$ cat config.mk
export PLATFORM = sky130hd
export DESIGN_NAME = ddr_rd_ctrl_flat
export DESIGN_NICKNAME = d
export VERILOG_FILES = /design/src/hw/ddr_rd_pkg.sv /design/src/hw/ddr_rd_if.sv /design/src/hw/ddr_rd_sync.sv /design/src/hw/ddr_rd_ctrl.sv /design/src/flat_wrapper.sv
export VERILOG_INCLUDE_DIRS = /design/src /design/src/hw
export SDC_FILE = /design/constraint.sdc
export NUM_CORES = 1
export LEC_CHECK = 0
export BUFFER_PORTS_ARGS = -buffer_cell sky130_fd_sc_hd__clkbuf_2
export CAP_MARGIN = 10
export CELL_PAD_IN_SITES_DETAIL_PLACEMENT = 2
export CELL_PAD_IN_SITES_GLOBAL_PLACEMENT = 2
export CORE_MARGIN = 3
export CORE_UTILIZATION = 43
export DETAILED_ROUTE_END_ITERATION = 16
export PLACE_DENSITY = 0.82
export SLEW_MARGIN = 10
export SYNTH_ARGS = -nofsm -noshare
export SYNTH_HDL_FRONTEND = slang
export SYNTH_SLANG_ARGS = --single-unit
$ cat constraint.sdc
create_clock -name i_clk -period 8.63 [get_ports i_clk]
set_input_delay 1.2945 -clock i_clk [delete_from_list [all_inputs] [get_ports i_clk]]
set_output_delay 1.2945 -clock i_clk [all_outputs]
set_load 0.1 [all_outputs]
$ cat src/hw/ddr_rd_defines.svh
// Offsets, field positions, reset values and timing counts of the read path
`ifndef DDR_RD_DEFINES_SVH
`define DDR_RD_DEFINES_SVH
// ==========================================================
// Clocks: system clock period and link clock divider
`define CLK_PS 4000
`define CK_HALF 4
`define LINK_TCK_PS (2 * `CK_HALF * `CLK_PS)
// Time to link clocks, rounded up
`define CKS(ps) (((ps) + `LINK_TCK_PS - 1) / `LINK_TCK_PS)
// ==========================================================
// Array timing limits in picoseconds; activate count, burst lengths, prefetch gap, auto-precharge bit
`define T_RCD_PS 15000
`define T_RC_PS 55000
`define T_RRD_PS 7500
`define T_FAW_PS 37500
`define T_RP_PS 15000
`define T_RTP_PS 7500
`define T_RAS_PS 40000
`define FAW_ACTS 4
`define BL_SHORT 4
`define BL_LONG 8
`define PREFETCH_GAP 2
`define AP_BIT 10
// ==========================================================
// Controller register offsets
`define REG_CMD 8'h00
`define REG_STATUS 8'h04
`define REG_CFG 8'h08
`define REG_RDLO 8'h0c
`define REG_RDHI 8'h10
`define REG_RCNT 8'h14
// ==========================================================
// Field positions and reset values
`define CMD_OP_LSB 0
`define CMD_BANK_LSB 2
`define CMD_ADDR_LSB 5
`define CFG_AL_LSB 0
`define CFG_CL_LSB 3
`define CFG_BL8_BIT 6
`define CFG_RESET 7'h18
`define ST_BUSY_BIT 0
`define ST_REFUSED_BIT 1
`define ST_INFLIGHT_BIT 2
`define ST_OPEN_LSB 8
`endif

$ cat src/hw/ddr_rd_pkg.sv
// Types and pin coding shared by both ends of the read-path link
package ddr_rd_pkg;
   typedef logic [7:0] reg_addr_t;
   typedef logic [31:0] word_t;
   typedef logic [2:0] bank_t;
   typedef logic [13:0] row_addr_t;
   typedef enum logic [1:0] {OP_NOP, OP_ACT, OP_READ, OP_PRE} op_t;
   typedef enum {C_IDLE, C_PEND, C_HOLD} ctrl_state_t;

   // Command pins in order {cs_n, ras_n, cas_n, we_n}
   function automatic logic [3:0] pin_encode(input op_t op);
      case (op)
         OP_ACT: return 4'h3;
         OP_READ: return 4'h5;
         OP_PRE: return 4'h2;
         default: return 4'h7;
      endcase
   endfunction

   // Deselect and any unknown code count as no operation
   function automatic op_t pin_decode(input logic [3:0] p);
      case (p)
         4'h3: return OP_ACT;
         4'h5: return OP_READ;
         4'h2: return OP_PRE;
         default: return OP_NOP;
      endcase
   endfunction
endpackage

$ cat src/hw/ddr_rd_if.sv
// Link between memory controller and memory device read path
`timescale 1ns/1ps
interface ddr_rd_if
#(
   parameter int DQ_W = 8
);
   logic ck;
   logic [3:0] cmd_pins;
   ddr_rd_pkg::bank_t ba;
   ddr_rd_pkg::row_addr_t a;
   logic [DQ_W-1:0] dq;
   logic dq_oe;
   logic dqs;
   logic dqs_n;
   logic dqs_oe;

   modport ctrl
   (
      output ck, cmd_pins, ba, a,
      input dq, dq_oe, dqs, dqs_n, dqs_oe
   );
   modport dev
   (
      input ck, cmd_pins, ba, a,
      output dq, dq_oe, dqs, dqs_n, dqs_oe
   );
endinterface

$ cat src/hw/ddr_rd_sync.sv
// Two-flop synchroniser with edge detection on bit 0
`timescale 1ns/1ps
module ddr_rd_sync
#(
   parameter int W = 1
)
(
   input wire logic i_clk,
   input wire logic i_srst,
   input wire logic i_ce,
   input wire logic [W-1:0] i_d,
   output logic [W-1:0] o_q,
   output logic o_rise,
   output logic o_fall
);
   logic [W-1:0] meta;
   logic last;

   if (W < 1) $error("ddr_rd_sync: W must be at least 1");

   // ==========================================================
   // Stages; meta feeds only the second flop
   always_ff @(posedge i_clk)
      if (i_srst)
      begin
         meta <= '0;
         o_q <= '0;
         last <= 1'b0;
      end
      else if (i_ce)
      begin
         meta <= i_d;
         o_q <= meta;
         last <= o_q[0];
      end

   // Edges seen only on the settled copy
   assign o_rise = o_q[0] && !last;
   assign o_fall = !o_q[0] && last;
endmodule

$ cat src/hw/ddr_rd_ctrl.sv
// Memory controller end: command timing, register port, read capture
//
// Added by the designer: the register addresses and strobed register access.
`timescale 1ns/1ps
`include "ddr_rd_defines.svh"
module ddr_rd_ctrl
#(
   parameter int DQ_W = 8
)
(
   input wire logic i_clk,
   input wire logic i_srst,
   input wire logic i_ce,
   input wire ddr_rd_pkg::reg_addr_t i_addr,
   input wire ddr_rd_pkg::word_t i_wdata,
   input wire logic i_wr,
   input wire logic i_rd,
   output ddr_rd_pkg::word_t o_rdata,
   ddr_rd_if.ctrl link
);
   import ddr_rd_pkg::*;

   localparam int NB = 8;
   localparam int DW = $clog2(`CK_HALF) + 1;
   localparam logic [5:0] N_RCD = 6'(`CKS(`T_RCD_PS));
   localparam logic [5:0] N_RC = 6'(`CKS(`T_RC_PS));
   localparam logic [5:0] N_RRD = 6'(`CKS(`T_RRD_PS));
   localparam logic [5:0] N_FAW = 6'(`CKS(`T_FAW_PS));
   localparam logic [5:0] N_RP = 6'(`CKS(`T_RP_PS));
   localparam logic [5:0] N_RTP = 6'(`CKS(`T_RTP_PS));
   localparam logic [5:0] N_RAS = 6'(`CKS(`T_RAS_PS));
   localparam logic [5:0] GAP = 6'(`PREFETCH_GAP);

   if (DQ_W < 1 || DQ_W > 8) $error("ddr_rd_ctrl: DQ_W must be 1..8");
   if (`CK_HALF < 2) $error("ddr_rd_ctrl: link divider too small");

   logic [DW-1:0] div;
   logic rise_tick;
   logic fall_tick;
   logic [6:0] cfg;
   logic [5:0] al;
   logic [5:0] hb;
   logic [5:0] r2p;
   ctrl_state_t state;
   op_t cmd_op;
   bank_t cmd_bank;
   row_addr_t cmd_addr;
   logic [NB-1:0] open;
   logic [5:0] act_w [NB];
   logic [5:0] rd_w [NB];
   logic [5:0] pre_w [NB];
   logic [5:0] faw_w [`FAW_ACTS];
   logic [5:0] rrd_w;
   logic [5:0] rr_w;
   logic [5:0] fly_w;
   logic faw_free;
   logic [1:0] faw_slot;
   logic illegal;
   logic ready;
   logic issue;
   logic refused;
   logic [DQ_W+1:0] cap;
   logic dqs_rise;
   logic dqs_fall;
   logic [7:0] rbuf [8];
   logic [7:0] rcnt;
   word_t rd_mux;

   function automatic logic [5:0] dec(input logic [5:0] v);
      return (v == 6'h0) ? v : v - 6'h1;
   endfunction

   function automatic logic [5:0] maxf(input logic [5:0] x,
      input logic [5:0] y);
      return (x > y) ? x : y;
   endfunction

   // ==========================================================
   // Link clock divider; commands change on falling edges
   always_ff @(posedge i_clk)
      if (i_srst)
      begin
         div <= '0;
         link.ck <= 1'b0;
      end
      else if (i_ce)
      begin
         if (div == DW'(`CK_HALF - 1))
         begin
            div <= '0;
            link.ck <= ~link.ck;
         end
         else
            div <= div + 1'b1;
      end

   assign rise_tick = (div == DW'(`CK_HALF - 1)) && !link.ck;
   assign fall_tick = (div == DW'(`CK_HALF - 1)) && link.ck;
   assign al = 6'(cfg[`CFG_AL_LSB +: 3]);
   assign hb = cfg[`CFG_BL8_BIT] ? 6'(`BL_LONG / 2) : 6'(`BL_SHORT / 2);
   // Read-to-precharge spacing
   assign r2p = al + hb - GAP + maxf(N_RTP, GAP);

   // ==========================================================
   // Legality and readiness of the pending command
   always_comb
   begin
      faw_free = 1'b0;
      faw_slot = 2'h0;
      for (int i = `FAW_ACTS - 1; i >= 0; i--)
         if (faw_w[i] == 6'h0)
         begin
            faw_free = 1'b1;
            faw_slot = 2'(i);
         end
      // Read to closed row or activate to open row is refused
      illegal = (cmd_op == OP_READ && !open[cmd_bank])
         || (cmd_op == OP_ACT && open[cmd_bank]);
      case (cmd_op)
         // tRC, tRRD and the four-activate window
         OP_ACT: ready = act_w[cmd_bank] == 6'h0 && rrd_w == 6'h0
            && faw_free;
         // tRCD and read spacing keep bursts whole
         OP_READ: ready = rd_w[cmd_bank] == 6'h0 && rr_w == 6'h0;
         // No precharge into a running burst
         OP_PRE: ready = pre_w[cmd_bank] == 6'h0;
         default: ready = 1'b1;
      endcase
   end

   // Sent only once the counters its command checks have run out
   assign issue = state == C_PEND && fall_tick && !illegal && ready;

   // ==========================================================
   // Command sequencer, at most one command every two link clocks
   always_ff @(posedge i_clk)
      if (i_srst)
         state <= C_IDLE;
      else if (i_ce)
         case (state)
            C_IDLE: if (i_wr && i_addr == `REG_CMD) state <= C_PEND;
            C_PEND: if (fall_tick && (illegal || ready)) state <= C_HOLD;
            C_HOLD: if (fall_tick) state <= C_IDLE;
            default: state <= C_IDLE;
         endcase

   // Command latch and pins held for a whole link clock
   always_ff @(posedge i_clk)
      if (i_srst)
      begin
         cmd_op <= OP_NOP;
         cmd_bank <= '0;
         cmd_addr <= '0;
         link.cmd_pins <= pin_encode(OP_NOP);
         link.ba <= '0;
         link.a <= '0;
      end
      else if (i_ce)
      begin
         if (state == C_IDLE && i_wr && i_addr == `REG_CMD)
         begin
            cmd_op <= op_t'(i_wdata[`CMD_OP_LSB +: 2]);
            cmd_bank <= i_wdata[`CMD_BANK_LSB +: 3];
            cmd_addr <= i_wdata[`CMD_ADDR_LSB +: 14];
         end
         if (issue)
         begin
            // Bank, column and auto-precharge bit go out together
            link.cmd_pins <= pin_encode(cmd_op);
            link.ba <= cmd_bank;
            link.a <= cmd_addr;
         end
         else if (fall_tick)
            link.cmd_pins <= pin_encode(OP_NOP);
      end

   // ==========================================================
   // Open rows as the device will see them
   always_ff @(posedge i_clk)
      if (i_srst)
         open <= '0;
      else if (i_ce && issue)
         case (cmd_op)
            OP_ACT: open[cmd_bank] <= 1'b1;
            OP_READ: if (cmd_addr[`AP_BIT]) open[cmd_bank] <= 1'b0;
            OP_PRE: open[cmd_bank] <= 1'b0;
            default: open <= open;
         endcase

   // Spacing counters in link clocks; rise and issue never coincide
   always_ff @(posedge i_clk)
      if (i_srst)
      begin
         for (int i = 0; i < NB; i++)
         begin
            act_w[i] <= '0;
            rd_w[i] <= '0;
            pre_w[i] <= '0;
         end
         for (int i = 0; i < `FAW_ACTS; i++)
            faw_w[i] <= '0;
         rrd_w <= '0;
         rr_w <= '0;
         fly_w <= '0;
      end
      else if (i_ce && rise_tick)
      begin
         for (int i = 0; i < NB; i++)
         begin
            act_w[i] <= dec(act_w[i]);
            rd_w[i] <= dec(rd_w[i]);
            pre_w[i] <= dec(pre_w[i]);
         end
         for (int i = 0; i < `FAW_ACTS; i++)
            faw_w[i] <= dec(faw_w[i]);
         rrd_w <= dec(rrd_w);
         rr_w <= dec(rr_w);
         fly_w <= dec(fly_w);
      end
      else if (i_ce && issue)
         case (cmd_op)
            OP_ACT:
            begin
               act_w[cmd_bank] <= maxf(act_w[cmd_bank], N_RC);
               rd_w[cmd_bank] <= maxf(rd_w[cmd_bank], N_RCD);
               pre_w[cmd_bank] <= maxf(pre_w[cmd_bank], N_RAS);
               rrd_w <= N_RRD;
               faw_w[faw_slot] <= N_FAW;
            end
            OP_READ:
            begin
               // Next read no sooner than one whole burst, BL/2 link clocks
               rr_w <= hb;
               pre_w[cmd_bank] <= maxf(pre_w[cmd_bank], r2p);
               fly_w <= al + 6'(cfg[`CFG_CL_LSB +: 3]) + hb + 6'h1;
               if (cmd_addr[`AP_BIT])
               begin
                  // Row reopens after internal precharge and tRP
                  // Never before the device's own precharge point
                  act_w[cmd_bank] <= maxf(act_w[cmd_bank],
                     maxf(pre_w[cmd_bank], r2p) + N_RP);
                  rd_w[cmd_bank] <= maxf(rd_w[cmd_bank],
                     maxf(pre_w[cmd_bank], r2p) + N_RP);
               end
            end
            OP_PRE:
            begin
               act_w[cmd_bank] <= maxf(act_w[cmd_bank], N_RP);
               rd_w[cmd_bank] <= maxf(rd_w[cmd_bank], N_RP);
            end
            default:
            begin
            end
         endcase

   // ==========================================================
   // Configuration and refusal flag; a new refusal beats the clear
   always_ff @(posedge i_clk)
      if (i_srst)
      begin
         cfg <= `CFG_RESET;
         refused <= 1'b0;
      end
      else if (i_ce)
      begin
         if (i_wr && i_addr == `REG_CFG)
            cfg <= i_wdata[6:0];
         refused <= (refused && !(i_wr && i_addr == `REG_STATUS
            && i_wdata[`ST_REFUSED_BIT]))
            || (state == C_PEND && fall_tick && illegal)
            || (state != C_IDLE && i_wr && i_addr == `REG_CMD);
      end

   // ==========================================================
   // Read capture: one element per strobe transition
   ddr_rd_sync #(.W(DQ_W + 2)) u_sync
   (
      .i_clk(i_clk),
      .i_srst(i_srst),
      .i_ce(i_ce),
      .i_d({link.dq, link.dqs_oe, link.dqs}),
      .o_q(cap),
      .o_rise(dqs_rise),
      .o_fall(dqs_fall)
   );

   // Preamble alone has no transition, so nothing is taken early
   always_ff @(posedge i_clk)
      if (i_srst)
      begin
         rcnt <= '0;
         for (int i = 0; i < 8; i++)
            rbuf[i] <= '0;
      end
      else if (i_ce)
      begin
         if ((dqs_rise || dqs_fall) && cap[1])
         begin
            rbuf[(i_wr && i_addr == `REG_RCNT) ? 3'h0 : rcnt[2:0]]
               <= 8'(cap[DQ_W+1:2]);
            rcnt <= (i_wr && i_addr == `REG_RCNT) ? 8'h1 : rcnt + 8'h1;
         end
         else if (i_wr && i_addr == `REG_RCNT)
            rcnt <= '0;
      end

   // ==========================================================
   // Register read port, data one cycle after the strobe
   always_comb
   begin
      rd_mux = '0;
      case (i_addr)
         `REG_CMD: rd_mux = word_t'({cmd_addr, cmd_bank, cmd_op});
         `REG_STATUS:
         begin
            rd_mux[`ST_BUSY_BIT] = state != C_IDLE;
            rd_mux[`ST_REFUSED_BIT] = refused;
            // Software starts writes only once this drops
            rd_mux[`ST_INFLIGHT_BIT] = fly_w != 6'h0;
            rd_mux[`ST_OPEN_LSB +: NB] = open;
         end
         `REG_CFG: rd_mux = word_t'(cfg);
         `REG_RDLO: rd_mux = {rbuf[3], rbuf[2], rbuf[1], rbuf[0]};
         `REG_RDHI: rd_mux = {rbuf[7], rbuf[6], rbuf[5], rbuf[4]};
         `REG_RCNT: rd_mux = word_t'(rcnt);
         default: rd_mux = '0;
      endcase
   end

   always_ff @(posedge i_clk)
      if (i_srst)
         o_rdata <= '0;
      else if (i_ce)
         o_rdata <= i_rd ? rd_mux : '0;
endmodule

$ cat src/flat_wrapper.sv
// flat-port wrapper written by rule: the top's interface ports become plain ports
module ddr_rd_ctrl_flat import ddr_rd_pkg::*;
#(
   parameter int DQ_W = 8
)
  (i_clk, i_srst, i_ce, i_addr, i_wdata, i_wr, i_rd, o_rdata, link_ck, link_cmd_pins, link_ba, link_a, link_dq, link_dq_oe, link_dqs, link_dqs_n, link_dqs_oe);
  ddr_rd_if #(.DQ_W(DQ_W)) link_i ();
  input wire logic i_clk;
  input wire logic i_srst;
  input wire logic i_ce;
  input wire ddr_rd_pkg::reg_addr_t i_addr;
  input wire ddr_rd_pkg::word_t i_wdata;
  input wire logic i_wr;
  input wire logic i_rd;
  output ddr_rd_pkg::word_t o_rdata;
  output wire logic [$bits(link_i.ck)-1:0] link_ck;
  output wire logic [$bits(link_i.cmd_pins)-1:0] link_cmd_pins;
  output wire logic [$bits(link_i.ba)-1:0] link_ba;
  output wire logic [$bits(link_i.a)-1:0] link_a;
  input wire logic [$bits(link_i.dq)-1:0] link_dq;
  input wire logic [$bits(link_i.dq_oe)-1:0] link_dq_oe;
  input wire logic [$bits(link_i.dqs)-1:0] link_dqs;
  input wire logic [$bits(link_i.dqs_n)-1:0] link_dqs_n;
  input wire logic [$bits(link_i.dqs_oe)-1:0] link_dqs_oe;
  assign link_ck = link_i.ck;
  assign link_cmd_pins = link_i.cmd_pins;
  assign link_ba = link_i.ba;
  assign link_a = link_i.a;
  assign link_i.dq = link_dq;
  assign link_i.dq_oe = link_dq_oe;
  assign link_i.dqs = link_dqs;
  assign link_i.dqs_n = link_dqs_n;
  assign link_i.dqs_oe = link_dqs_oe;
  ddr_rd_ctrl #(.DQ_W(DQ_W)) u_core (.i_clk(i_clk), .i_srst(i_srst), .i_ce(i_ce), .i_addr(i_addr), .i_wdata(i_wdata), .i_wr(i_wr), .i_rd(i_rd), .o_rdata(o_rdata), .link(link_i));
endmodule
After elaboration in Yosys (flattened, before gate mapping)
Memory sizes are Yosys's and may differ from the RTL's. A register that Yosys moved wholly into a read port is not among the register bits.
Cells that the tools add are included.
{ "totals": {"mem_bits_rw": 232, "inputBits": 57, "register_bits": 171, "n_memories": 5, "output_inout_bits": 54} }
{ "mem_list": {"columns": ["memory", "depth", "word_bits", "rd", "rd_clocked_by_memory_dff", "wr", "line", "source"], "rows": [
  ["u_core.rbuf", 8, 8, 8, 0, 8, "ddr_rd_ctrl.sv:65", "logic [7:0] rbuf [8];"],
  ["u_core.act_w", 8, 6, 9, 1, 8, "ddr_rd_ctrl.sv:49", "logic [5:0] act_w [NB];"],
  ["u_core.pre_w", 8, 6, 9, 1, 8, "ddr_rd_ctrl.sv:51", "logic [5:0] pre_w [NB];"],
  ["u_core.rd_w", 8, 6, 9, 1, 8, "ddr_rd_ctrl.sv:50", "logic [5:0] rd_w [NB];"],
  ["u_core.faw_w", 4, 6, 4, 0, 4, "ddr_rd_ctrl.sv:52", "logic [5:0] faw_w [`FAW_ACTS];"]
]} }
{ "op_classes": {"mux": 164, "n_eq_ne": 19, "add_sub_neg": 40, "reduce_logical": 100, "n_bitwise": 37, "magnitude_cmp": 9} }
{ "op_table": {"columns": ["op", "n"], "rows": [
  ["6-bit 2-to-1 mux", 84],
  ["6-bit zero test", 34],
  ["6-bit by 1-bit subtractor with 6-bit output (second input constant)", 31],
  ["32-bit 2-to-1 mux", 4],
  ["32-bit one-hot mux with 3 select lines", 1],
  ["32-bit by 2-bit equality test with 1-bit output (second input constant)", 2],
  ["32-bit zero test", 2],
  ["16-bit one-hot mux with 3 select lines", 1],
  ["1-bit 2-to-1 mux", 41],
  ["8-bit 2-to-1 mux", 5],
  ["3-bit 2-to-1 mux", 13],
  ["1-bit bitwise OR", 33],
  ["32-bit by 1-bit equality test with 1-bit output (second input constant)", 1],
  ["8-bit one-hot mux with 4 select lines", 1],
  ["32-bit nonzero test", 1],
  ["1-bit logical AND", 28],
  ["5-bit one-hot mux with 5 select lines", 1],
  ["8-bit one-hot mux with 3 select lines", 1],
  ["6-bit OR reduction", 4],
  ["6-bit > comparator", 3],
  ["3-bit one-hot mux with 6 select lines", 1],
  ["8-bit by 4-bit equality test with 1-bit output (second input constant)", 2],
  ["8-bit by 5-bit equality test with 1-bit output (second input constant)", 2],
  ["6-bit by 1-bit adder with 6-bit output (second input constant)", 2],
  ["other kinds (37)", 71]
]} }

Longest topological paths before layout
Gate-level depths: netlist of run 1.
An unclocked memory read counts as a cell.
{ "depth": {"depth_word": 18, "mapped_depth": 25, "ltp_nobuf": 23} }

By module
A second synthesis of run 1 with hierarchy kept.
{ "hier_totals": {"cells_unflattened": 2132, "hier_area_um2": 20515.9} }
{ "by_module_without_submodules": {"columns": ["module", "n_inst", "cells_per_inst", "area_each_um2", "seq_area_each_um2"], "rows": [
  ["ddr_rd_ctrl", 1, 2062, 19746.4, 9168.8],
  ["ddr_rd_sync", 1, 70, 769.5, 420.4]
]} }

Least setup slack after synthesis of run 1
Ideal clock, no wire load.
{ "synth_path": {"path_type": "reg2reg", "from": "reg with a tool-made name", "to": "mem u_core.rd_w[6][1], data pin", "path_stages_with_launch": 24, "path_buffers": 2, "slack_ps": 2694, "t_required_ps": 8355, "t_arrival_ps": 5661, "setup_time_ps": 275, "cell_sequence": "dfxtp_1 -> buf_6 -> buf_4 -> mux4_2 -> mux2_2 -> ha_1 -> nor2b_1 -> o21ai_0 -> a221oi_1 -> nor3_1 -> nor2_1 -> a21o_1 -> inv_1 -> ha_1 -> xor2_1 -> ha_1 -> nand2_1 -> nor3_1 -> a2111oi_0 -> a31oi_1 -> o22ai_1 -> nand3_1 -> a31oi_1 -> o21ai_0"} }
{ "synth_lines": {"columns": ["item", "line"], "rows": [
  ["end, declared", "ddr_rd_ctrl.sv:50"]
]} }

==> results.py, run 1 <==
metrics = {
    "setup_path": {
        "worstSetupEndpointType": "flip-flop",
        "path_common_cell": "ha_1",
        "slowest_stage": "inv_1",
        "crit_type": "reg -> reg",
        "cp_cell_sequence": "inv_1 > mux2_2 > ha_1 > nor2b_1 > o21ai_0 > a221oi_1 > nor3_1 > nor2_1 > a21o_1 > inv_1 > ha_1 > xor2_1 > ha_1 > nand2_1 > nor3_1 > o31a_1 > a2111oi_0 > a31oi_1 > o22ai_1 > nand2_1 > mux2i_1 > o21ai_0",
        "crit_arrival_ps": 8100,
        "critPathRequiredTime_ps": 8930,
        "start_kind": "flip-flop",
        "critPathMaxStageDelay_ps": 790,
        "path_max_fanout": 22,
    },
    "floorplan": {
        "start_util_pct": 43.63,
        "core_um2": 46750,
        "io_pins": 111,
        "die_area_um2": 50090,
        "dieHeight_um": 223.8,
        "rows": 79,
        "fp.dieW_um": 223.8,
    },
    "synth": {
        "ys_async_sr_fraction_pct": 0,
        "synth.top_cell.area_share_pct": 30.62,
        "synth_most_common_cell": "nor2_1",
        "syn-cell-area_um2": 20400,
        "ys_warn_count": 0,
        "synth_cell_types": 86,
        "synthFlopType": "edfxtp_1",
        "ys_seq_area_share_pct": 47.01,
        "post-synth-top-area-cell": "edfxtp_1",
        "avgSynthCellArea_um2": 9.769,
        "synth_area_leaders": "edfxtp_1 31%, dfxtp_1 16%, nor2_1 4.8%, mux4_2 4.2%, nand2_1 4.2%",
        "syn_inst": 2088,
        "synthTopCellsByCount": "259 x nor2_1, 228 x nand2_1, 208 x edfxtp_1, 167 x dfxtp_1, 105 x o22ai_1",
        "synth_edf_count": 208,
        "syn_nets": 2197,
        "synth_seq_cells": 375,
    },
    "clock_tree": {
        "post_cts_buffers": 0,
        "path_clk_slew_ps": 70,
        "cts_resized": 0,
        "tritoncts": "yes",
        "cts_hold_buf": 0,
        "clock_sinks": 375,
        "cts_max_level": 2,
        "cts_made_buffers": 44,
        "cts_buffer_depth": 3,
        "clk_latency_ps": 610,
        "cts_root_buf": "clkbuf_16",
    },
    "route": {
        "avgRoutedWirePerCell_um": 27.13,
        "vias": 17332,
        "avgViaCountPerCell": 6.219,
        "drt-total-wl_mm": 75.61,
        "drtIter0Drc": 1670,
        "drc": 0,
        "ant_nets": 0,
        "dr.pass1.iters": 6,
    },
    "sta": {
        "tns_ps": 0,
        "slew_viol_final": 0,
        "hold-worst-slack_ps": 461.3,
        "min_period_over_period_pct": 90.47,
        "skew_ps": 45.96,
        "rsz0062_at_grt": "no",
        "relSlewSlack_pct": 13.87,
        "timing.fmax_mhz": 128.1,
        "finalCriticalPeriod_ps": 7808,
        "tightest_slew_ps": 1292,
        "setup_viol": 0,
        "finalHoldViolCount": 0,
    },
    "global_routing": {
        "antenna_found_initial": 2,
        "grt_usage_pct": 29.66,
        "overflow": 0,
        "grt_pass1_wl_mm": 115.6,
        "grt_pass1_vias": 18874,
        "grt_max_degree": 143,
    },
    "pwr": {
        "switching_power_uw": 1080,
        "p_int_uw": 3160,
        "p_seq_share_pct": 47.2,
        "vdd_drop_max_mv": 0.1438,
        "clkPwrFrac_pct": 45.5,
        "sw_frac_of_total_pct": 25.46,
        "power.density_nw_per_um2": 185.3,
        "power_frac_comb_pct": 7.3,
        "p_leak_uw": 0.008549,
    },
    "place": {
        "place_hpwl_mm": 49.50,
        "gp_congestion": 0.8700,
        "portBuffers": 94,
    },
    "cells_and_area": {
        "multi_input_area_um2": 10060,
        "finalNetCount": 2253,
        "area_growth_pct": 12.18,
        "fillers": 4832,
        "regArea_um2": 9592,
        "drive_above_1_share_pct": 12.76,
    },
    "min_path": {
        "hold_class": "reg -> reg",
    },
    "outcome": {
        "status": "complete, no violations",
    },
    "job": {
        "cap_violations": 0,
    },
}
cell type report:
class                   instances  area share (%)
well taps                     607           3.319
multi-input cells            1523           43.97
clock buffers                  60           5.610
flip-flops and latches        375           41.92
diodes                          2         0.02187
repair buffers                119           2.958
inverters                      81           1.329
clock inverters                20          0.8803
routing by layer:
layer | global-route usage, % | wire [um] | vias to the layer above
li1 | - | - | 7703
met1 | 37.81 | 31450 | 8965
met2 | 51.19 | 37640 | 497
met3 | 4.704 | 3844 | 167
met4 | 10.83 | 2682 | 0
met5 | 0 | 0 | -
cells by family (layout without fill, tap and decap cells):
family                     Yosys count  in the layout  share of synthesized area [%]
xor gates and xnor gates           118            118                          5.067
buffers and inverters              190            280                          3.809
adders and majority gates           52             52                          3.300
muxes                              117            117                          8.195
and+or+nand+nor                    803            803                          18.41
other                                1              3                        0.01838
AOI/OAI and AO/OA                  432            432                          14.19
DFF                                375            375                          47.01
power groups by stage:
stage          clock network, uW  registers (uW)  logic (uW)
2_1_floorplan                  0            2010         211
3_3_place_gp                   0            2030         280
3_5_place_dp                   0            2040         298
4_1_cts                     1960            2000         307
5_1_grt                     2030            2010         338
6_report                    1930            2000         308
registers in the layout, indices dropped and copies added (netlist names), 8 cells and up, named ones only:
signal	cells
u_core.act_w	48
u_core.cmd_addr	14
u_core.faw_w	24
u_core.link.a	14
u_core.o_rdata	32
u_core.pre_w	48
u_core.rbuf	64
u_core.rcnt	8
u_core.rd_w	48
u_core.u_sync.meta	10
u_core.u_sync.o_q	10
through the flow:
stage / area [um^2] / instances / total power, uW / utilization [%] / setup slack (ps)
floorplan: 20400 / 2088 / 2221 / - / 2694
global placement: 21390 / 2705 / 2309 / 45.74 / 1338
detailed placement: 21390 / 2705 / 2334 / 45.74 / 805.1
CTS: 22870 / 2785 / 4267 / 48.92 / 775.1
global route: 22880 / 2785 / 4372 / 48.93 / 415.4
finish: 22880 / 2787 / 4240 / 48.94 / 822.4
worst paths after layout:
path / end / slack, ps / start / cells past startpoint
worst min register to register: u_core.div[2] / 460 / u_core.div[2] / 2
worst max register to register: u_core.rd_w[4][2] / 820 / flip-flop / 22
worst max-delay path: u_core.rd_w[4][2] / 820 / flip-flop / 22
worst min-delay path: u_core.div[2] / 460 / u_core.div[2] / 2
worst max-delay path: cells and delay by family (launching register included):
kind	cells	cell delay, ps
fa+ha+maj	3	930
flops	1	450
mux	2	1280
buf+inv	2	850
compound gates	8	2140
xor+xnor	1	550
simple gates	6	1350
placed cells by master, fill, tap and decap left out, drive strengths merged, types with 38 or more instances in the layout:
cell,instances
xnor2,49
and2,78
nand2,228
inv,83
xor2,69
a22oi,40
a21oi,86
mux4,38
edfxtp,208
ha,49
dfxtp,167
o21ai,73
o22ai,105
nor2,261
nor3,73
clkbuf,153
mux2i,69
(Power assumes the default switching activity.)
==> run 2: changes to the inputs <==
- CORE_ASPECT_RATIO: default -> 1.75
- SLEW_MARGIN: 10 -> 20
==> results.py, run 2 (synthesis gave the netlist of run 1 again) <==
metrics = {
    "route": {
        "ant_nets": 0,
        "avgRoutedWirePerCell_um": 26.48,
        "drc": 0,
        "dr.pass1.iters": 5,
        "vias": 17055,
        "avgViaCountPerCell": 6.170,
        "drtIter0Drc": 970,
        "drt-total-wl_mm": 73.19,
    },
    "clock_tree": {
        "cts_max_level": 2,
        "path_clk_slew_ps": 70,
        "cts_hold_buf": 0,
        "cts_buffer_depth": 3,
        "clock_sinks": 375,
        "post_cts_buffers": 0,
        "clk_latency_ps": 570,
        "cts_made_buffers": 38,
        "cts_resized": 0,
        "cts_root_buf": "clkbuf_16",
        "tritoncts": "yes",
    },
    "sta": {
        "tns_ps": 0,
        "tightest_slew_ps": 1085,
        "finalHoldViolCount": 0,
        "rsz0062_at_grt": "no",
        "finalCriticalPeriod_ps": 7533,
        "setup_viol": 0,
        "timing.fmax_mhz": 132.7,
        "slew_viol_final": 0,
        "setup_slack_ps": 1097,
        "relSlewSlack_pct": 27.42,
        "skew_ps": 21.42,
        "min_period_over_period_pct": 87.29,
    },
    "cells_and_area": {
        "largest_reg_flops": 64,
        "area_growth_pct": 10.82,
        "final_common_cell": "nor2_1",
        "drive_above_1_share_pct": 12.41,
        "regArea_um2": 9592,
        "final_cell_mix": "256 x nor2_1, 228 x nand2_1, 208 x edfxtp_1",
        "finalNetCount": 2254,
        "multi_input_area_um2": 10070,
        "fillers": 4887,
        "regMostFlops": "u_core.rbuf",
        "final_cell_count_no_fill": 2764,
    },
    "global_routing": {
        "grt_max_degree": 103,
        "grt_usage_pct": 29.17,
        "overflow": 0,
        "grt_pass1_wl_mm": 114.0,
        "grt_pass1_vias": 19648,
        "antenna_found_initial": 1,
    },
    "floorplan": {
        "die_area_um2": 50190,
        "core_um2": 46900,
        "dieHeight_um": 294.1,
        "fp.dieW_um": 170.6,
        "rows": 105,
        "start_util_pct": 43.49,
        "io_pins": 111,
    },
    "place": {
        "place_hpwl_mm": 52.70,
        "dp_cells": 2693,
        "post-place-ws_ps": 1207,
        "gp_congestion": 0.8648,
        "portBuffers": 94,
    },
    "outcome": {
        "status": "complete, no violations",
    },
    "setup_path": {
        "cp_num_buf_inv": 1,
        "crit_arrival_ps": 7790,
        "start_kind": "flip-flop",
        "path_max_fanout": 13,
        "crit_family": "compound AO/OA/AOI/OAI gates",
        "critPathRequiredTime_ps": 8890,
        "path_common_cell": "ha_1",
        "crit_type": "reg -> reg",
        "worstSetupEndpointType": "flip-flop",
        "critPathMaxStageDelay_ps": 770,
        "cp_cell_sequence": "mux4_2 > mux2_2 > ha_1 > nor2b_1 > o21ai_0 > a221oi_1 > nor3_1 > nor2_1 > a21o_1 > inv_1 > ha_1 > xor2_1 > ha_1 > nand2_1 > a311oi_1 > a2111oi_0 > a31oi_1 > o22ai_1 > nand2_1 > mux2i_1 > o21ai_0",
        "slowest_stage": "mux2i_1",
    },
    "job": {
        "cap_violations": 0,
    },
    "pwr": {
        "power.density_nw_per_um2": 173.9,
        "vdd_drop_max_mv": 0.1520,
        "p_leak_uw": 0.008414,
    },
    "min_path": {
        "hold_class": "reg -> reg",
    },
}
[run 2: per-layer routing]
metal | vias up | global-route usage [%] | part of all wire [%]
li1 | 7698 | - | -
met1 | 8719 | 30.19 | 35
met2 | 441 | 56.26 | 56
met3 | 197 | 3.616 | 3.5
met4 | 0 | 15.03 | 5.7
met5 | - | 0 | 0
[run 2: metrics by stage]
step                cell area, um^2  utilization [%]  total power [uW]  hold slack [ps]
floorplan                     20400                -              2221            417.9
global placement              21410            45.65              2314            429.0
detailed placement            21410            45.65              2341            445.3
CTS                           22590            48.16              3955            456.8
global route                  22610            48.20              4053            473.2
finish                        22610            48.20              3931            455.8
[run 2: final timing paths]
| path | startpoint | end | slack (ps) | cells after the start |
|---|---|---|---|---|
| setup / recovery | flip-flop | u_core.rd_w[4][2] | 1100 | 21 |
| hold reg to reg | u_core.div[2] | u_core.div[2] | 460 | 2 |
| hold / removal | u_core.div[2] | u_core.div[2] | 460 | 2 |
| setup reg to reg | flip-flop | u_core.rd_w[4][2] | 1100 | 21 |
[run 2: layout make-up]
type	instances	area share (%)
antenna	1	0.01107
clock buffer	52	4.616
clock inverter	18	0.5922
inverter	81	1.345
multi-input combinational	1523	44.56
sequential	375	42.43
tap	588	3.255
timing repair buffer	126	3.188
[run 2: worst reg2reg max path: stages (launching register included)]
cell and delay [ps]:
dfxtp_2 590, mux4_2 600, mux2_2 370, ha_1 340, nor2b_1 140, o21ai_0 210, a221oi_1 220, nor3_1 730
nor2_1 80, a21o_1 200, inv_1 60, ha_1 220, xor2_1 560, ha_1 390, nand2_1 150, a311oi_1 70
a2111oi_0 700, a31oi_1 190, o22ai_1 290, nand2_1 140, mux2i_1 770, o21ai_0 210
[run 2: report_power, final]
| part | internal (uW) | switching [uW] |
|---|---|---|
| registers | 1940 | 60.6 |
| clock network | 859 | 763 |
| logic | 110 | 200 |
| total | 2910 | 1020 |
